--- config.mk ---
export PLATFORM = sky130hd
export DESIGN_NAME = evpd_decoder
export DESIGN_NICKNAME = d
export VERILOG_FILES = /design/src/design/evpd_pkg.sv /design/src/design/evpd_decoder.sv /design/src/design/evpd_prio_enc.sv
export SDC_FILE = /design/constraint.sdc
export NUM_CORES = 1
export LEC_CHECK = 0
export BUFFER_PORTS_ARGS = -buffer_cell sky130_fd_sc_hd__buf_4
export CORE_ASPECT_RATIO = 1.5
export CORE_MARGIN = 3
export CORE_UTILIZATION = 43
export CTS_CLUSTER_DIAMETER = 50
export DETAILED_ROUTE_END_ITERATION = 7
export PLACE_DENSITY = 0.82
export REMOVE_ABC_BUFFERS = 1
export SYNTH_ARGS = -nofsm -noshare
export SYNTH_HDL_FRONTEND = slang
export SYNTH_SLANG_ARGS = --single-unit
--- constraint.sdc ---
create_clock -name clk -period 2 [get_ports clk]
set_clock_uncertainty 0.1 [all_clocks]
set_input_delay 0.3 -clock clk [delete_from_list [all_inputs] [get_ports clk]]
set_output_delay 0.3 -clock clk [all_outputs]
set_load 0.05 [all_outputs]
--- src/design/evpd_pkg.sv ---
// shared constants and types of the exception vector priority decoder
package evpd_pkg;

    // ----------------------------------------------------------------
    // register map
    // ----------------------------------------------------------------
    localparam int APB_AW = 8;
    localparam logic [APB_AW-1:0] OFS_VECTOR_BASE = 8'h00;
    localparam logic [APB_AW-1:0] OFS_STATUS = 8'h04;
    localparam logic [7:0] VECTOR_BASE_RST = 8'hff;
    localparam int STS_VALID_BIT = 0;
    localparam int STS_DEBUG_BIT = 1;
    localparam int STS_VEC_LSB = 16;

    // ----------------------------------------------------------------
    // vector layout
    // ----------------------------------------------------------------
    localparam logic [7:0] FIXED_UPPER = 8'hff;
    localparam logic [7:0] BASE_LOW_BYTE = 8'h00;
    localparam logic [7:0] VEC_RST_POR = 8'hfe;
    localparam logic [7:0] VEC_RST_CLKMON = 8'hfc;
    localparam logic [7:0] VEC_RST_WDOG = 8'hfa;
    localparam logic [7:0] VEC_TRAP = 8'hf8;
    localparam logic [7:0] VEC_SWI = 8'hf6;
    localparam logic [7:0] VEC_HIGH = 8'hf4;
    localparam logic [7:0] VEC_DIE_LINK = 8'hf2;
    localparam logic [7:0] VEC_LOW_FIRST = 8'h82;
    localparam logic [7:0] VEC_SPURIOUS = 8'h80;
    localparam int LOW_SRC_NUM = 56;

    // ----------------------------------------------------------------
    // carriers
    // ----------------------------------------------------------------
    typedef struct packed {
        logic psel;
        logic penable;
        logic pwrite;
        logic [APB_AW-1:0] paddr;
        logic [31:0] pwdata;
    } evpd_apb_req_t;

    typedef struct packed {
        logic pinPor;
        logic clkMon;
        logic watchdog;
    } evpd_rst_src_t;

    typedef struct packed {
        logic lowMask;
        logic highMask;
    } evpd_ccr_t;

    typedef struct packed {
        logic [7:0] base;
        logic [15:0] vec;
        logic vecValid;
        logic wake;
        logic pready;
        logic pslverr;
        logic [31:0] prdata;
    } evpd_state_t;

endpackage : evpd_pkg

--- src/design/evpd_decoder.sv ---
// exception vector priority decoder with apb register slave
// Summary of operation
// - base byte is vector upper byte, resets ff
// - reset vectors always at fffa to fffe
// - debug active forces upper byte to ff
// - unmaskable-by-low requests outrank low-mask requests
// - high-mask request preempts low routine if enabled
// - highest vector address wins among eligible
// - low request needs enable, clear mask, quiet
// - priority resolved when core fetches the vector
// - nothing eligible at fetch gives spurious vector
// - reset order: pin/por fffe, clkmon fffc, watchdog fffa
// - trap f8, software interrupt f6, high-mask f4
// - die link f2, low sources f0 down 82
// - every vector is a full 16-bit address
// - low routine nests only after mask cleared
// - base word is base byte then zero byte
// - low request wakes only with low mask clear
`timescale 1ns/10ps
module evpd_decoder
    import evpd_pkg::*;
#(
    parameter int LOW_N = LOW_SRC_NUM
)(
    input wire logic clk,
    input wire logic sys_rst,
    input wire evpd_apb_req_t apbReq,
    output logic [31:0] prdata,
    output logic pready,
    output logic pslverr,
    input wire evpd_rst_src_t rstSrc,
    input wire evpd_ccr_t coreConditionCodes,
    input wire logic backgroundDebug,
    input wire logic trapReq,
    input wire logic softwareInterrupt,
    input wire logic highMaskReq,
    input wire logic dieLinkInterrupt,
    input wire logic dieLinkEn,
    input wire logic [LOW_N-1:0] lowReq,
    input wire logic [LOW_N-1:0] lowEn,
    input wire logic vecReq,
    output logic [15:0] vecAddr,
    output logic vecValid,
    output logic wakeReq
);

    localparam int IW = $clog2(LOW_N);

    evpd_state_t st;
    evpd_state_t stNext;
    logic encHit;
    logic [IW-1:0] encIdx;
    logic isRst;
    logic lowOk;
    logic dieLinkElig;
    logic [7:0] selLow;
    logic [7:0] vectorUpperByte;
    logic [15:0] baseWord;
    logic [15:0] selVec;
    logic fetch;
    logic apbAccess;

    evpd_prio_enc #(
        .N(LOW_N)
    ) u_enc (
        .req(lowReq),
        .en(lowEn),
        .hit(encHit),
        .idx(encIdx)
    );

    // ----------------------------------------------------------------
    // priority selection
    // ----------------------------------------------------------------
    always_comb
    begin
        isRst = 1'b1;
        // low requests stay out while anything unmaskable-by-low waits
        lowOk = !coreConditionCodes.lowMask & !trapReq &
            !softwareInterrupt & !highMaskReq;
        dieLinkElig = dieLinkInterrupt & dieLinkEn;
        // fixed descending chain: higher address tested first
        if (rstSrc.pinPor)
            selLow = VEC_RST_POR;
        else if (rstSrc.clkMon)
            selLow = VEC_RST_CLKMON;
        else if (rstSrc.watchdog)
            selLow = VEC_RST_WDOG;
        else
        begin
            isRst = 1'b0;
            if (trapReq)
                selLow = VEC_TRAP;
            else if (softwareInterrupt)
                selLow = VEC_SWI;
            else if (highMaskReq & !coreConditionCodes.highMask)
                selLow = VEC_HIGH;
            else if (lowOk & dieLinkElig)
                selLow = VEC_DIE_LINK;
            else if (lowOk & encHit)
                selLow = 8'(VEC_LOW_FIRST + {encIdx, 1'b0});
            else
                // a request dropped before fetch lands here
                selLow = VEC_SPURIOUS;
        end
        // resets ignore the programmed base
        if (isRst | backgroundDebug)
            vectorUpperByte = FIXED_UPPER;
        else
            vectorUpperByte = st.base;
        baseWord = {vectorUpperByte, BASE_LOW_BYTE};
        selVec = baseWord + {8'h00, selLow};
    end

    assign fetch = vecReq & !st.vecValid;
    assign apbAccess = apbReq.psel & apbReq.penable;

    // ----------------------------------------------------------------
    // next state
    // ----------------------------------------------------------------
    always_comb
    begin
        stNext = st;
        // resolved only now, so a late winner replaces the trigger
        if (fetch)
        begin
            stNext.vec = selVec;
            stNext.vecValid = 1'b1;
        end
        else if (!vecReq)
            stNext.vecValid = 1'b0;
        // only async-asserted sources can wake from stop; not handled
        stNext.wake = !coreConditionCodes.lowMask &
            (encHit | dieLinkElig);
        // one wait state: data loaded first, write done at completion
        if (apbAccess & !st.pready)
        begin
            stNext.pready = 1'b1;
            stNext.pslverr = 1'b0;
            stNext.prdata = 32'h0000_0000;
            if (apbReq.paddr == OFS_VECTOR_BASE)
                stNext.prdata[7:0] = st.base;
            else if (apbReq.paddr == OFS_STATUS)
            begin
                stNext.prdata[STS_VALID_BIT] = st.vecValid;
                stNext.prdata[STS_DEBUG_BIT] = backgroundDebug;
                stNext.prdata[STS_VEC_LSB +: 16] = st.vec;
            end
            else
                stNext.pslverr = 1'b1;
        end
        else if (apbAccess & st.pready)
        begin
            stNext.pready = 1'b0;
            stNext.pslverr = 1'b0;
            if (apbReq.pwrite & apbReq.paddr == OFS_VECTOR_BASE)
                stNext.base = apbReq.pwdata[7:0];
        end
        else
        begin
            stNext.pready = 1'b0;
            stNext.pslverr = 1'b0;
        end
    end

    // ----------------------------------------------------------------
    // state register
    // ----------------------------------------------------------------
    always_ff @(posedge clk or posedge sys_rst)
    begin
        if (sys_rst)
        begin
            st.base <= VECTOR_BASE_RST;
            st.vec <= {FIXED_UPPER, VEC_RST_POR};
            st.vecValid <= 1'b0;
            st.wake <= 1'b0;
            st.pready <= 1'b0;
            st.pslverr <= 1'b0;
            st.prdata <= 32'h0000_0000;
        end
        else
            st <= stNext;
    end

    assign prdata = st.prdata;
    assign pready = st.pready;
    assign pslverr = st.pslverr;
    assign vecAddr = st.vec;
    assign vecValid = st.vecValid;
    assign wakeReq = st.wake;

    logic anyRst;
    logic quiet;
    assign anyRst = rstSrc.pinPor | rstSrc.clkMon | rstSrc.watchdog;
    assign quiet = !anyRst & !trapReq & !softwareInterrupt;

    // ----------------------------------------------------------------
    // further vector checks
    // ----------------------------------------------------------------
    logic lowPath;
    logic lowAny;
    assign lowPath = quiet & !highMaskReq & !coreConditionCodes.lowMask;
    assign lowAny = |(lowReq & lowEn);
endmodule : evpd_decoder

--- src/design/evpd_prio_enc.sv ---
// highest-index finder for the low-priority-mask sources
`timescale 1ns/10ps
module evpd_prio_enc
    import evpd_pkg::*;
#(
    parameter int N = LOW_SRC_NUM
)(
    input wire logic [N-1:0] req,
    input wire logic [N-1:0] en,
    output logic hit,
    output logic [$clog2(N)-1:0] idx
);

    logic [N-1:0] elig;

    // ----------------------------------------------------------------
    // local enable gate per source
    // ----------------------------------------------------------------
    genvar g;
    generate
        for (g = 0; g < N; g++)
        begin : gen_elig
            assign elig[g] = req[g] & en[g];
        end
    endgenerate

    // ----------------------------------------------------------------
    // higher index means higher vector address, so it wins
    // ----------------------------------------------------------------
    always_comb
    begin
        hit = 1'b0;
        idx = '0;
        for (int i = 0; i < N; i++)
        begin
            if (elig[i])
            begin
                hit = 1'b1;
                idx = i[$clog2(N)-1:0];
            end
        end
    end

endmodule : evpd_prio_enc

==> flow_metrics.tcl <==
set metrics [dict create \
    status "complete, but fails checks" \
    violations "negative setup slack" \
    critPathKind "input port to register" \
    drtAntennaViolNets 0 \
    synthFlopType "dfrtp_1" \
    syn-cell-area_um2 3370 \
    port_buffers 186 \
    synth_top_family_by_area "compound AO/OA/AOI/OAI gates" \
    synthCells 355 \
    syn_to_final_growth_pct 59.1 \
    tightestPinTransition_ns 0.599 \
    synth_enable_flop_cells 0 \
    vias 3682 \
    die-area_um2 8960 \
    fmax_mhz 451 \
    critPathMaxFanout 2 \
    clockBufferDepth 2 \
    cts_buffers 5 \
    synth-compound-area-share_pct 29.2 \
    pwr-share-seq_pct 37.6 \
    placed_area_um2 4960 \
    synth-simple-area-share_pct 15.9 \
    die_y_um 114 \
    post-route-drc-count 0 \
    cts.sinks 50 \
    min_from "vecReq" \
    hold_viol_final 0 \
    grt_overflow 0 \
    track_usage_pct 24.8 \
    startpoint_type "input port" \
    num_rows 38 \
    cts_tree "done" \
    syn_area_per_cell_um2 9.50 \
    crit_family "compound AO/OA/AOI/OAI gates" \
    fin_nets 741 \
    avgRoutedWirePerCell_um 16.9 \
    ios 221 \
    max_stage_delay_ns 0.32 \
    synth_area_leaders "dfrtp_1 (20%), dfstp_2 (18%), buf_4 (11%)" \
    irDropWorstVdd_uv 481 \
    synth_xor_area_share_pct 0.519 \
    synth-seq-cells 50 \
    combPwrFrac_pct 32.3 \
    yosys.area.top_type "dfrtp_1" \
    rsz0062_at_grt "yes" \
    period_minus_slack_ns 2.22 \
    p_int_mw 2.05 \
    async_flop_share_pct 100 \
    drive_gt1_share_pct 56.3 \
    endpoint_kind "register" \
    yosysTopAreaCellShare_pct 20.0 \
    cts.clk_slew.worst_paths_ns 0.09 \
    antenna_found_initial 0 \
    wl_um 11400 \
    crit_buf_inv 1 \
    power_density_nw_per_um2 528 \
    vias_per_cell 5.48 \
    first_iter_violations 147 \
    reg2reg_from "vecValid" \
    finalSetupViolCount 6 \
    layout_common_cells "buf_4 (247), nand2_1 (46), a22o_1 (32)" \
    ys_warn_count 0 \
    fillerInstances 572 \
    dp_hpwl_um 9290 \
    worst_slew_margin_rel_pct 60.0 \
    start_util_pct 45.5 \
    finalInstanceArea_um2 5370 \
    required_ns 2.13 \
    cap_viol_max_count 0 \
    grt_max_degree 51 \
    root_buffer "clkbuf_8" \
    cts_hold_buf 0 \
    ys_seq_area_share_pct 38.0 \
    h-tree-depth 2 \
    fin_ws_ns -0.218 \
    p_clk_share_pct 30.0 \
    n_antenna_cell 0 \
    switching_share_pct 27.8 \
    min_period_over_period_pct 111 \
    fin_setup_tns_ns -0.628 \
    crit_chain "buf_6, a22oi_2, a21bo_2, a21boi_1, nor2_1, o21a_1, o31ai_4, o21ba_4, o21bai_1, ha_2, nand3_1, a211o_1, a31oi_1" \
    grt_pass1_wl_um 17900 \
    clk_latency_ns 0.30 \
    yosys-mux-area-fraction_pct 3.71 \
    startpoint "lowEn[19]" \
    grt_pass1_vias 3955 \
    cp.arrival_ns 2.35 \
    yosysUniqueCellTypes 60 \
    slowest_stage "ha_2" \
    p_leak_nw 2.64 \
    synth_fa_ha_area_share_pct 0.371 \
    hold_path.class "input port to register" \
    die_w_um 78.3 \
    drt_first_pass_iters 4 \
    coreArea_um2 7420 \
    gp_congestion 0.867 \
    layout_commonest_cell "buf_4" \
    netSwitchingPower_uw 788 \
    drv_slew 0 \
]
==> per-layer routing <==
| layer | share of wire (%) | up-vias | track usage (%) |
|---|---|---|---|
| met1 | 32 | 1745 | 23.8 |
| met4 | 3.2 | 0 | 9.10 |
| li1 | - | 1727 | - |
| met2 | 58 | 180 | 50.9 |
| met5 | 0 | - | 0 |
| met3 | 6.5 | 30 | 4.33 |
==> power groups by stage <==
stage                     combinational, mW  sequential [mW]  clock [mW]
after floorplan                       0.289             1.16           0
after global placement                0.808             1.08           0
after detailed placement              0.826             1.08           0
after CTS                             0.870             1.07       0.866
after global routing                  0.984             1.07       0.908
final                                 0.917             1.07       0.852
==> layout make-up <==
cell class              count  area, um^2  share of cell area [%]
well taps                 100         125                    2.33
inverters                   5        18.8                   0.350
flip-flops and latches     50        1280                    23.9
clock buffers               6        82.6                    1.54
multi-input cells         252        1830                    34.2
clock inverters             2        60.1                    1.12
repair buffers            257        1970                    36.7
==> cells by family after synthesis <==
| kind of cell | Yosys count |
|---|---|
| AOI/OAI and AO/OA | 121 |
| xor gates and xnor gates | 2 |
| adders and majority gates | 1 |
| buffers and inverters | 62 |
| DFF | 50 |
| muxes | 11 |
| other | 1 |
| and+or+nand+nor | 107 |
==> sequential cells by signal, summed over array words and instances, names as in the netlist <==
name      count
prdata       23
vecAddr      15
pslverr       1
wakeReq       1
pready        1
st            8
vecValid      1
==> metrics by stage <==
step | cells | utilization, % | power, mW | hold slack [ns] | setup WS [ns]
6_report | 672 | 72.4 | 2.84 | 0.0165 | -0.218
5_1_grt | 672 | 72.4 | 2.96 | 0.00202 | -0.299
4_1_cts | 669 | 70.8 | 2.80 | 0.0106 | -0.195
3_5_place_dp | 650 | 66.9 | 1.91 | 0.327 | -0.687
3_3_place_gp | 650 | 66.9 | 1.89 | 0.318 | -0.641
2_1_floorplan | 307 | - | 1.45 | 0.231 | -0.432
==> synthesized netlist by cell type (8+ instances only) <==
master     n
buf_4     48
nand2_1   46
a22o_1    32
dfrtp_1   27
dfstp_2   23
nor2_1    16
a22oi_1   13
nand3_1   11
a21oi_1    9
clkbuf_1   9
mux2_1     8
o21ai_0    8
o22a_1     8
==> final timing paths <==
| path | to | slack (ns) | cells after the start |
|---|---|---|---|
| max in group asynchronous | prdata[18] | 1.35 | 3 |
| setup reg to reg | vecAddr[6] | 0.31 | 7 |
| min in group asynchronous | prdata[28] | 0.04 | 3 |
| hold / removal | vecValid | 0.02 | 1 |
| setup / recovery | vecAddr[2] | -0.22 | 13 |
| hold reg to reg | prdata[1] | 0.40 | 2 |
==> timing repair <==
action,4_1_cts,5_1_grt
setup endpoints to repair,6,6
resized for setup,17,21
buffers inserted,14,4
pin swaps,21,21
(Power assumes the default switching activity.)
